==> src/shared/pcs_pkg.sv <==
// shared constants and types of the program counter / stack / status unit
package pcs_pkg;
	// counter geometry
	localparam int PC_W = 12;
	localparam int ROM_AW = 11;
	localparam int PAGE_W = 10;
	localparam int LOW_W = 8;
	localparam int PAGE_BIT = 10;
	localparam int PAGE_WORDS = 1024;
	localparam int ROM_WORDS = 2048;
	localparam int ROM_DW = 13;
	localparam int STACK_DEPTH = 8;
	localparam logic [PC_W-1:0] PC_RST = 12'h000;
	localparam logic [PC_W-1:0] PC_ONE = 12'h001;
	// register indexes, byte address is four times the index
	localparam logic [7:0] IDX_PC_LOW = 8'h02;
	localparam logic [7:0] IDX_STATUS = 8'h03;
	localparam int ADDR_W = 8;
	localparam int APB_DW = 32;
	localparam logic [31:0] RD_ZERO = 32'h0000_0000;
	// status field positions
	localparam int ST_RESET_TYPE = 7;
	localparam int ST_SEGMENT = 6;
	localparam int ST_PAGE = 5;
	localparam int ST_TIMEOUT = 4;
	localparam int ST_PWRDOWN = 3;
	localparam int ST_ZERO = 2;
	localparam int ST_HALF = 1;
	localparam int ST_CARRY = 0;
	// power-on value: time-out and power-down set
	localparam logic [7:0] STATUS_RST = 8'h18;
	// instruction classes that touch this unit
	typedef enum logic [3:0] {
		OP_NOP = 4'b0000,
		OP_JUMP = 4'b0001,
		OP_CALL = 4'b0010,
		OP_RET = 4'b0011,
		OP_EXIT_WITH_LITERAL_OP = 4'b0100,
		OP_INTERRUPT_EXIT_OP = 4'b0101,
		OP_ADDPC = 4'b0110,
		OP_MOVPC = 4'b0111,
		OP_DOZE = 4'b1000,
		OP_KICK = 4'b1001,
		OP_ALU = 4'b1010
	} pcs_op_t;
	// one instruction as handed over by the decoder
	typedef struct packed {
		pcs_op_t op;
		logic [PAGE_W-1:0] target;
		logic [LOW_W-1:0] acc;
	} pcs_req_t;
	// flags produced by the ALU
	typedef struct packed {
		logic zero;
		logic half;
		logic carry;
	} pcs_alu_t;
	// register decode result
	typedef enum logic [1:0] {
		SEL_NONE = 2'b00,
		SEL_PC = 2'b01,
		SEL_STATUS = 2'b10
	} pcs_sel_t;
endpackage : pcs_pkg

==> src/rtl/pcs_unit.sv <==
// program counter, return stack and status register of the core
//
// Register access over APB was left to the implementer.
`timescale 1ns/1ps
module pcs_unit
	import pcs_pkg::*;
#(
	parameter int DEPTH = STACK_DEPTH
) (
	// clock and reset
	input wire logic clk,
	input wire logic arst_n,
	// apb slave
	input wire logic [ADDR_W-1:0] paddr,
	input wire logic psel,
	input wire logic penable,
	input wire logic pwrite,
	input wire logic [APB_DW-1:0] pwdata,
	output logic [APB_DW-1:0] prdata,
	output logic pready,
	output logic pslverr,
	// instruction stream
	input wire logic op_valid,
	input wire pcs_req_t op_req,
	output logic op_ready,
	// alu and system events
	input wire pcs_alu_t alu_flags,
	input wire logic wake_evt,
	input wire logic wdt_timeout,
	input wire logic branch_cycle_option,
	// program store side
	output logic [ROM_AW-1:0] rom_addr,
	output logic [PC_W-1:0] pc_value,
	output logic [LOW_W-1:0] exit_literal,
	output logic ctrl_segment_select,
	output logic page_select_bit
);

	localparam int SP_W = $clog2(DEPTH);

	// the pointer wraps by plain overflow, so depth must be a power of two
	if (DEPTH < 2 || DEPTH != (1 << SP_W)) begin : g_chk
		$error("pcs_unit: DEPTH must be a power of two, at least 2");
	end

	// register decode, shared by read and write paths
	function automatic pcs_sel_t reg_sel(input logic [ADDR_W-1:0] a);
		if (a == ADDR_W'(IDX_PC_LOW << 2)) begin
			return SEL_PC;
		end else if (a == ADDR_W'(IDX_STATUS << 2)) begin
			return SEL_STATUS;
		end
		return SEL_NONE;
	endfunction : reg_sel

	// state
	logic [PC_W-1:0] pc_ff;
	logic [PC_W-1:0] nxt_pc;
	logic [PC_W-1:0] stack_ff [DEPTH];
	logic [SP_W-1:0] sp_ff;
	logic stall_ff;
	logic [7:0] status_ff;
	logic [APB_DW-1:0] prdata_ff;
	logic [LOW_W-1:0] literal_ff;

	// handshakes
	logic op_fire;
	logic apb_wr;
	logic apb_access;
	logic writes_pc;
	logic is_ret;
	pcs_sel_t sel;
	logic [PC_W-1:0] top_entry;
	logic [PC_W-1:0] pc_inc;
	logic page_now;

	assign sel = reg_sel(paddr);
	assign page_now = status_ff[ST_PAGE];
	assign top_entry = stack_ff[sp_ff - SP_W'(1)];
	assign pc_inc = pc_ff + PC_ONE;

	// a counter-writing op may cost a dead cycle after it
	assign op_ready = !stall_ff;
	assign op_fire = op_valid && op_ready;

	// apb waits while an instruction is retired, so the core never
	// races a software write; a busy core can hold the bus off
	assign apb_access = psel && penable;
	assign pready = !op_fire;
	assign apb_wr = apb_access && pwrite && pready;
	assign pslverr = apb_access && (sel == SEL_NONE);

	// classes that rewrite the counter
	always_comb begin
		is_ret = 1'b0;
		writes_pc = 1'b0;
		unique case (op_req.op)
			OP_RET, OP_EXIT_WITH_LITERAL_OP, OP_INTERRUPT_EXIT_OP: begin
				is_ret = 1'b1;
				writes_pc = 1'b1;
			end
			OP_JUMP, OP_CALL, OP_ADDPC, OP_MOVPC: begin
				writes_pc = 1'b1;
			end
			default: begin
				is_ret = 1'b0;
			end
		endcase
	end

	// next counter value
	always_comb begin
		nxt_pc = pc_ff;
		if (op_fire) begin
			unique case (op_req.op)
				OP_JUMP, OP_CALL: begin
					// target fills the page, page bit picks the page
					nxt_pc = {pc_ff[PC_W-1:PAGE_BIT+1], page_now, op_req.target};
				end
				OP_RET, OP_EXIT_WITH_LITERAL_OP, OP_INTERRUPT_EXIT_OP: begin
					// whole counter from the stack, page bit untouched
					nxt_pc = top_entry;
				end
				OP_ADDPC: begin
					// full-width add so the carry walks upward
					nxt_pc = pc_ff + {{(PC_W-LOW_W){1'b0}}, op_req.acc};
				end
				OP_MOVPC: begin
					// low byte only, bits 8-9 held, page bit copied
					nxt_pc = {pc_ff[PC_W-1:PAGE_BIT+1], page_now,
						pc_ff[PAGE_BIT-1:LOW_W], op_req.acc};
				end
				default: begin
					nxt_pc = pc_inc;
				end
			endcase
		end else if (apb_wr && sel == SEL_PC) begin
			// software write acts like the accumulator move
			nxt_pc = {pc_ff[PC_W-1:PAGE_BIT+1], page_now,
				pc_ff[PAGE_BIT-1:LOW_W], pwdata[LOW_W-1:0]};
		end
	end

	// counter register
	always_ff @(posedge clk or negedge arst_n) begin
		if (!arst_n) begin
			pc_ff <= PC_RST;
		end else begin
			pc_ff <= nxt_pc;
		end
	end

	// store address is the low eleven bits
	assign rom_addr = pc_ff[ROM_AW-1:0];
	assign pc_value = pc_ff;

	// dead cycle after a counter write when the option asks for it
	always_ff @(posedge clk or negedge arst_n) begin
		if (!arst_n) begin
			stall_ff <= 1'b0;
		end else begin
			stall_ff <= op_fire && writes_pc && branch_cycle_option;
		end
	end

	// return stack pointer, wraps silently on overflow
	always_ff @(posedge clk or negedge arst_n) begin
		if (!arst_n) begin
			sp_ff <= '0;
		end else if (op_fire && op_req.op == OP_CALL) begin
			sp_ff <= sp_ff + SP_W'(1);
		end else if (op_fire && is_ret) begin
			sp_ff <= sp_ff - SP_W'(1);
		end
	end

	// stack entries, one slot per level
	for (genvar i = 0; i < DEPTH; i++) begin : g_stack
		always_ff @(posedge clk or negedge arst_n) begin
			if (!arst_n) begin
				stack_ff[i] <= PC_RST;
			end else if (op_fire && op_req.op == OP_CALL && sp_ff == SP_W'(i)) begin
				// push the address after the call
				stack_ff[i] <= pc_inc;
			end
		end
	end

	// literal carried back by the literal return
	always_ff @(posedge clk or negedge arst_n) begin
		if (!arst_n) begin
			literal_ff <= '0;
		end else if (op_fire && op_req.op == OP_EXIT_WITH_LITERAL_OP) begin
			literal_ff <= op_req.acc;
		end
	end
	assign exit_literal = literal_ff;

	// reset-type bit: wake sets it, any reset clears it
	always_ff @(posedge clk or negedge arst_n) begin
		if (!arst_n) begin
			status_ff[ST_RESET_TYPE] <= STATUS_RST[ST_RESET_TYPE];
		end else if (wake_evt) begin
			status_ff[ST_RESET_TYPE] <= 1'b1;
		end
	end

	// segment and page select, software owned
	always_ff @(posedge clk or negedge arst_n) begin
		if (!arst_n) begin
			status_ff[ST_SEGMENT] <= STATUS_RST[ST_SEGMENT];
			status_ff[ST_PAGE] <= STATUS_RST[ST_PAGE];
		end else if (apb_wr && sel == SEL_STATUS) begin
			status_ff[ST_SEGMENT] <= pwdata[ST_SEGMENT];
			status_ff[ST_PAGE] <= pwdata[ST_PAGE];
		end
	end

	// time-out: instruction set wins over a same-cycle timeout
	always_ff @(posedge clk or negedge arst_n) begin
		if (!arst_n) begin
			status_ff[ST_TIMEOUT] <= STATUS_RST[ST_TIMEOUT];
		end else if (op_fire && (op_req.op == OP_DOZE || op_req.op == OP_KICK)) begin
			status_ff[ST_TIMEOUT] <= 1'b1;
		end else if (wdt_timeout) begin
			status_ff[ST_TIMEOUT] <= 1'b0;
		end
	end

	// power-down bit
	always_ff @(posedge clk or negedge arst_n) begin
		if (!arst_n) begin
			status_ff[ST_PWRDOWN] <= STATUS_RST[ST_PWRDOWN];
		end else if (op_fire && op_req.op == OP_KICK) begin
			status_ff[ST_PWRDOWN] <= 1'b1;
		end else if (op_fire && op_req.op == OP_DOZE) begin
			status_ff[ST_PWRDOWN] <= 1'b0;
		end
	end

	// arithmetic flags; alu result beats a software write
	always_ff @(posedge clk or negedge arst_n) begin
		if (!arst_n) begin
			status_ff[ST_ZERO] <= STATUS_RST[ST_ZERO];
			status_ff[ST_HALF] <= STATUS_RST[ST_HALF];
			status_ff[ST_CARRY] <= STATUS_RST[ST_CARRY];
		end else if (op_fire && op_req.op == OP_ALU) begin
			status_ff[ST_ZERO] <= alu_flags.zero;
			status_ff[ST_HALF] <= alu_flags.half;
			status_ff[ST_CARRY] <= alu_flags.carry;
		end else if (apb_wr && sel == SEL_STATUS) begin
			status_ff[ST_ZERO] <= pwdata[ST_ZERO];
			status_ff[ST_HALF] <= pwdata[ST_HALF];
			status_ff[ST_CARRY] <= pwdata[ST_CARRY];
		end
	end

	assign ctrl_segment_select = status_ff[ST_SEGMENT];
	assign page_select_bit = status_ff[ST_PAGE];

	// read data sampled every cycle; unmapped reads return zero
	always_ff @(posedge clk or negedge arst_n) begin
		if (!arst_n) begin
			prdata_ff <= RD_ZERO;
		end else begin
			unique case (sel)
				SEL_PC: prdata_ff <= {{(APB_DW-LOW_W){1'b0}}, pc_ff[LOW_W-1:0]};
				SEL_STATUS: prdata_ff <= {{(APB_DW-8){1'b0}}, status_ff};
				default: prdata_ff <= RD_ZERO;
			endcase
		end
	end
	assign prdata = prdata_ff;
endmodule : pcs_unit

==> config.mk <==
export PLATFORM = sky130hd
export DESIGN_NAME = pcs_unit
export DESIGN_NICKNAME = d
export VERILOG_FILES = /design/src/shared/pcs_pkg.sv /design/src/rtl/pcs_unit.sv
export SDC_FILE = /design/constraint.sdc
export NUM_CORES = 1
export LEC_CHECK = 0
export ABC_AREA = 1
export BUFFER_PORTS_ARGS = -buffer_cell sky130_fd_sc_hd__buf_2
export CAP_MARGIN = 30
export CORE_MARGIN = 3
export CORE_UTILIZATION = 55
export DETAILED_ROUTE_END_ITERATION = 8
export MAX_ROUTING_LAYER = met4
export PLACE_DENSITY = 0.89
export SYNTH_ARGS = -nofsm -noshare
export SYNTH_HDL_FRONTEND = slang
export SYNTH_SLANG_ARGS = --single-unit
==> constraint.sdc <==
create_clock -name clk -period 6.5 [get_ports clk]
set_clock_uncertainty 0.05 [all_clocks]
set_input_delay 1.3 -clock clk [delete_from_list [all_inputs] [get_ports clk]]
set_output_delay 1.3 -clock clk [all_outputs]
set_load 0.02 [all_outputs]
==> results of run 1 <==
-- worst max-delay path: stages --
cell,delay [ns]
buf_2,0.10
nor3_1,0.19
nand3_1,0.15
and3_1,0.17
buf_2,0.15
-- metrics by stage --
stage | instances | utilization
global placement | 1185 | 0.6054
CTS | 1217 | 0.6522
finish | 1217 | 0.6522
floorplan | 990 | -
global route | 1217 | 0.6522
detailed placement | 1185 | 0.6054
-- layout by cell type, fill, tap and decap left out, drive strengths merged, types with 4 or more instances in the layout --
cell	n
o21ai	182
xor2	8
buf	99
o211ai	9
clkbuf	26
o221ai	11
nand4	5
nand3	66
nor2	71
clkinv	4
ha	16
nor3	5
inv	81
dfrtp	134
nand2	245
a21oi	31
or2	5
conb	24
-- layer usage --
metal  up-vias  wire length, um  track usage
met5         -                0            -
met4         0              605       0.1127
met3        69             2211      0.07788
met2       432             9587       0.4359
met1      3263             8229       0.3752
li1       3265                -            -
-- path summary, 6_finish.rpt --
path	slack [ns]	end	from	cells past startpoint
min in group asynchronous	0.80	stack_ff[38]	arst_n	1
hold reg to reg	0.43	stack_ff[2]	stack_ff[2]	2
hold / removal	0.43	stack_ff[2]	stack_ff[2]	2
setup / recovery	3.09	pslverr	paddr[7]	5
max in group asynchronous	4.29	stack_ff[15]	arst_n	2
setup reg to reg	3.32	pc_value[3]	sp_ff[0]	9
-- cells by family after synthesis --
family                     after synthesis
adders and majority gates               17
muxes                                    3
buffers and inverters                  158
DFF                                    136
xor gates and xnor gates                10
and+or+nand+nor                        402
other                                    1
AOI/OAI and AO/OA                      240
-- power by group through the flow --
stage	Combinational [mW]	Clock [mW]	Sequential (mW)
finish	1.35	0.986	1.18
global placement	1.27	0	1.18
global route	1.51	1.02	1.20
floorplan	0.960	0	1.19
CTS	1.32	0.985	1.18
detailed placement	1.31	0	1.19
-- flip-flops by register name, summed over array words and instances (netlist names), 3 cells and up --
signal        cells
exit_literal      8
pc_value         12
prdata            8
sp_ff             3
stack_ff         96
status_ff         6
-- final cells by class --
class / instances / area [um^2]
tap: 172 / 215.2
multi-input combinational: 696 / 3381
clock buffer: 26 / 519.2
sequential: 136 / 3406
clock inverter: 6 / 86.33
inverter: 82 / 307.8
timing repair buffer: 99 / 516.7
fill: 1081 / 4496
==> results.sh, run 1 <==
export IMPL_synth_area_leaders="dfrtp_1 45%, nand2_1 12%, o21ai_0 11%"
export IMPL_finalSetupViolations=0
export IMPL_power_mw=3.518
export IMPL_antenna_found_initial=0
export IMPL_power_frac_clock=0.280
export IMPL_diodes=0
export IMPL_synth_top_family_by_area="simple AND/OR/NAND/NOR gates"
export IMPL_cts_repair_resized=0
export IMPL_synth_compound_area_frac=0.1715
export IMPL_p_int_mw=2.097
export IMPL_syn_inst=967
export IMPL_holdWs_ns=0.4292
export IMPL_path_max_fanout=3
export IMPL_ys_flop_type="dfrtp_1"
export IMPL_run_status="finished, final reports clean"
export IMPL_finalCriticalPeriod_ns=3.411
export IMPL_die_h_um=122.5
export IMPL_fin_ws_ns=3.089
export IMPL_grt_pass1_vias=6645
export IMPL_first_pass_iters=7
export IMPL_layout_area_overhead_vs_synth_pct=12.96
export IMPL_hold_class="flip-flop to flip-flop"
export IMPL_maxCapViolCount=0
export IMPL_die_x_um=122.5
export IMPL_seq_power_share=0.336
export IMPL_globalplace_congestion=0.9991
export IMPL_fmaxAchievable_mhz=293.1
export IMPL_port_buffers=93
export IMPL_syn_cell_area_um2=7465
export IMPL_wl_per_cell_um=16.95
export IMPL_synth_seq_cells=136
export IMPL_worstSkewPairLatency_ns=0.42
export IMPL_hpwl_um=13230
export IMPL_design_area_um2=8432
export IMPL_cts_htree_levels=4
export IMPL_swShare=0.4040
export IMPL_yosysTopAreaCellShare=0.4492
export IMPL_cts_made_buffers=17
export IMPL_die_area_um2=15010
export IMPL_rows=41
export IMPL_pre_cts_slack_ns=2.840
export IMPL_critPathArrivalTime_ns=2.06
export IMPL_yosysWarnings=0
export IMPL_tightest_slew_ns=0.9931
export IMPL_synth_largest_area_cell="dfrtp_1"
export IMPL_ys_seq_area_frac=0.4563
export IMPL_p_switching_mw=1.421
export IMPL_core_area_um2=12930
export IMPL_yosys_area_share_adder=0.02950
export IMPL_cts_clk_slew_worst_paths_ns=0.05
export IMPL_synth_simple_area_share=0.2226
export IMPL_vdd_drop_max_uv=347.2
export IMPL_vias=7029
export IMPL_relSlewSlack=0.3361
export IMPL_start_util=0.5774
export IMPL_grt_max_degree=74
export IMPL_p_leak_nw=4.245
export IMPL_end_kind="output port"
export IMPL_ioPinCount=142
export IMPL_powerDensity_nw_per_um2=417.3
export IMPL_clock_sinks=136
export IMPL_drtIter0Drc=784
export IMPL_postSynthAreaPerCell_um2=7.719
export IMPL_drive_gt1_frac=0.1435
export IMPL_wl_um=20630
export IMPL_finalMaxSlewViolations=0
export IMPL_hold_buffers=0
export IMPL_ys_async_sr_fraction=1.000
export IMPL_yosysMostFrequentCell="nand2_1"
export IMPL_drc=0
export IMPL_ys_top_cells_by_count="244 x nand2_1, 170 x o21ai_0, 134 x dfrtp_1"
export IMPL_synth_edff_count=0
export IMPL_fin_crit_sh=0.5248
export IMPL_rsz0062_at_grt="no"
export IMPL_hold_violations=0
export IMPL_grt_overflow=0
export IMPL_grt_pass1_wl_um=32770
export IMPL_postCtsSetupBuffers=0
export IMPL_clockBufferDepth=2
export IMPL_tns_ns=0
export IMPL_track_usage=0.2891
export IMPL_cts_tree="done"
export IMPL_drtAntennaViolNets=0
export IMPL_synth_xor_xnor_area_share=0.01274
export IMPL_nets=1123
export IMPL_critPathLaunchType="primary input"
export IMPL_placedInstanceArea_um2=7826
export IMPL_combinationalPowerShare=0.384
export IMPL_worstPathRequired_ns=5.15
export IMPL_synthMuxAreaShare=0.004526
export IMPL_cts_root_buf="clkbuf_16"
export IMPL_via_per_inst=5.776
export IMPL_synth_cell_types=41
export IMPL_crit_type="primary input to output port"
Note: power is estimated with default switching activity, not from simulation.
==> run 2, diff against run 1 <==
==> constraint.sdc (replaced) <==
create_clock -name clk -period 3.55 [get_ports clk]
set_clock_uncertainty 0.05 [all_clocks]
set_input_delay 0.71 -clock clk [delete_from_list [all_inputs] [get_ports clk]]
set_output_delay 0.71 -clock clk [all_outputs]
set_load 0.02 [all_outputs]
==> results.sh, run 2 (synthesis results as in run 1) <==
export IMPL_seq_power_share=0.331
export IMPL_grt_max_degree=66
export IMPL_postCtsSetupBuffers=0
export IMPL_drtAntennaViolNets=0
export IMPL_dp_cells=1196
export IMPL_regArea_um2=3406
export IMPL_crit_family="flip-flops"
export IMPL_worstSkewPairLatency_ns=0.43
export IMPL_die_area_um2=15010
export IMPL_wl_per_cell_um=16.98
export IMPL_clockBufferDepth=2
export IMPL_relSlewSlack=0.3495
export IMPL_drtIter0Drc=992
export IMPL_cts_clk_slew_worst_paths_ns=0.06
export IMPL_worstPathRequired_ns=3.79
export IMPL_layout_area_overhead_vs_synth_pct=14.43
export IMPL_power_mw=6.551
export IMPL_hpwl_um=13770
export IMPL_wl_um=20860
export IMPL_cp_slowest_cell="dfrtp_1"
export IMPL_critPathArrivalTime_ns=2.77
export IMPL_final_cell_mix="244 x nand2_1, 170 x o21ai_0, 134 x dfrtp_1"
export IMPL_vias=7105
export IMPL_ioPinCount=142
export IMPL_hold_violations=0
export IMPL_multi_input_area_um2=3381
export IMPL_antenna_found_initial=0
export IMPL_finalMaxSlewViolations=0
export IMPL_run_status="finished, final reports clean"
export IMPL_tns_ns=0
export IMPL_vdd_drop_max_uv=818.4
export IMPL_drc=0
export IMPL_hold_buffers=0
export IMPL_first_pass_iters=5
export IMPL_powerDensity_nw_per_um2=766.9
export IMPL_largest_register_ffs=96
export IMPL_nFillCells=1031
export IMPL_fmaxAchievable_mhz=395.2
export IMPL_grt_pass1_vias=6654
export IMPL_hold_class="primary input to async pin"
export IMPL_globalplace_congestion=0.9610
export IMPL_regToRegSetupSlack_ns=1.02
export IMPL_end_kind="flip-flop"
export IMPL_slowest_delay_ns=0.69
export IMPL_fin_crit_sh=0.7127
export IMPL_cts_made_buffers=17
export IMPL_critPathLaunchType="flip-flop"
export IMPL_maxCapViolCount=0
export IMPL_via_per_inst=5.786
export IMPL_swShare=0.4026
export IMPL_path_buf_inv=2
export IMPL_crit_type="flip-flop to flip-flop"
export IMPL_die_x_um=122.5
export IMPL_die_h_um=122.5
export IMPL_crit_chain="ha_1 -> nand3_1 -> inv_1 -> nand2_1 -> xor2_1 -> nand2_1 -> nand2_1 -> inv_1 -> nand2_1 -> o21ai_0"
export IMPL_nets=1134
export IMPL_instances_no_fill=1228
export IMPL_port_buffers=93
export IMPL_diodes=0
export IMPL_path_max_fanout=15
export IMPL_crit_top_cell="nand2_1"
export IMPL_rows=41
export IMPL_top_register="stack_ff"
export IMPL_start_util=0.5774
export IMPL_r2r_end="pc_value[8]"
export IMPL_cts_root_buf="clkbuf_16"
export IMPL_grt_pass1_wl_um=33310
export IMPL_drive_gt1_frac=0.1553
export IMPL_cts_tree="done"
export IMPL_cts_htree_levels=4
export IMPL_p_leak_nw=4.305
export IMPL_p_switching_mw=2.638
export IMPL_clock_sinks=136
export IMPL_finalCriticalPeriod_ns=2.530
export IMPL_core_area_um2=12930
export IMPL_timing_rr_start="pc_value[0]"
export IMPL_p_int_mw=3.914
export IMPL_grt_overflow=0
export IMPL_reg2reg_depth=10
export IMPL_combinationalPowerShare=0.381
export IMPL_finalSetupViolations=0
export IMPL_cts_repair_resized=0
export IMPL_tightest_slew_ns=0.9693
export IMPL_rsz0062_at_grt="no"
export IMPL_track_usage=0.2956
export IMPL_final_common_cell="nand2_1"
export IMPL_power_frac_clock=0.288
[run 2: cell count changes in the layout (fill, tap and decap cells not counted), moves of 2 or more]
cell	delta
inv_6	+3
bufinv_16	+2
clkbuf_1	-3
buf_4	+11
clkbuf_8	-5
[run 2: area by class of cell]
cell class,instances,share of cell area
Inverter,82,0.03603
Sequential cell,136,0.3987
Timing Repair Buffer,110,0.07016
Multi-Input combinational cell,696,0.3958
Clock buffer,18,0.05141
Clock inverter,14,0.02270
Tap cell,172,0.02519
[run 2: worst max path at each step]
| stage | from | slack, ns | cells past startpoint | to |
|---|---|---|---|---|
| after CTS | pc_value[0] | 1.08 | 10 | pc_value[8] |
| final | pc_value[0] | 1.02 | 10 | pc_value[8] |
| after global placement | op_req[21] | 0.93 | 11 | pc_value[9] |
| after detailed placement | op_req[21] | 0.95 | 11 | pc_value[9] |
| after global routing | sp_ff[1] | 0.89 | 9 | pc_value[3] |
| after floorplan | sp_ff[0] | 1.28 | 14 | pc_value[7] |
[run 2: power groups by stage]
stage	clock, mW	sequential (mW)	combinational, mW
final	1.89	2.17	2.50
after global routing	1.97	2.20	2.81
after CTS	1.90	2.15	2.46
after detailed placement	0	2.17	2.42
after global placement	0	2.16	2.36
after floorplan	0	2.17	1.76
[run 2: layer usage]
| layer | wire (um) | GRT usage | share of wire |
|---|---|---|---|
| met5 | 0 | - | 0 |
| met4 | 735 | 0.1526 | 0.035 |
| met3 | 2019 | 0.05530 | 0.097 |
| met2 | 9930 | 0.4531 | 0.48 |
| met1 | 8170 | 0.3770 | 0.39 |
[run 2: worst reg2reg max path, stage by stage, from the launching register on]
cell and delay [ns]:
dfrtp_1 0.69, ha_1 0.31, nand3_1 0.15, inv_1 0.15
nand2_1 0.10, xor2_1 0.60, nand2_1 0.10, nand2_1 0.08
inv_1 0.04, nand2_1 0.05, o21ai_0 0.09
[run 2: through the flow]
| step | hold WS (ns) | cell area (um^2) | setup WS, ns | utilization |
|---|---|---|---|---|
| after detailed placement | 0.4096 | 7909 | 0.9471 | 0.6118 |
| after CTS | 0.2341 | 8542 | 1.081 | 0.6608 |
| after global placement | 0.4059 | 7909 | 0.9346 | 0.6118 |
| after floorplan | 0.3644 | 7551 | 1.280 | - |
| final | 0.2250 | 8542 | 1.020 | 0.6608 |
| after global routing | 0.2637 | 8542 | 0.8868 | 0.6608 |
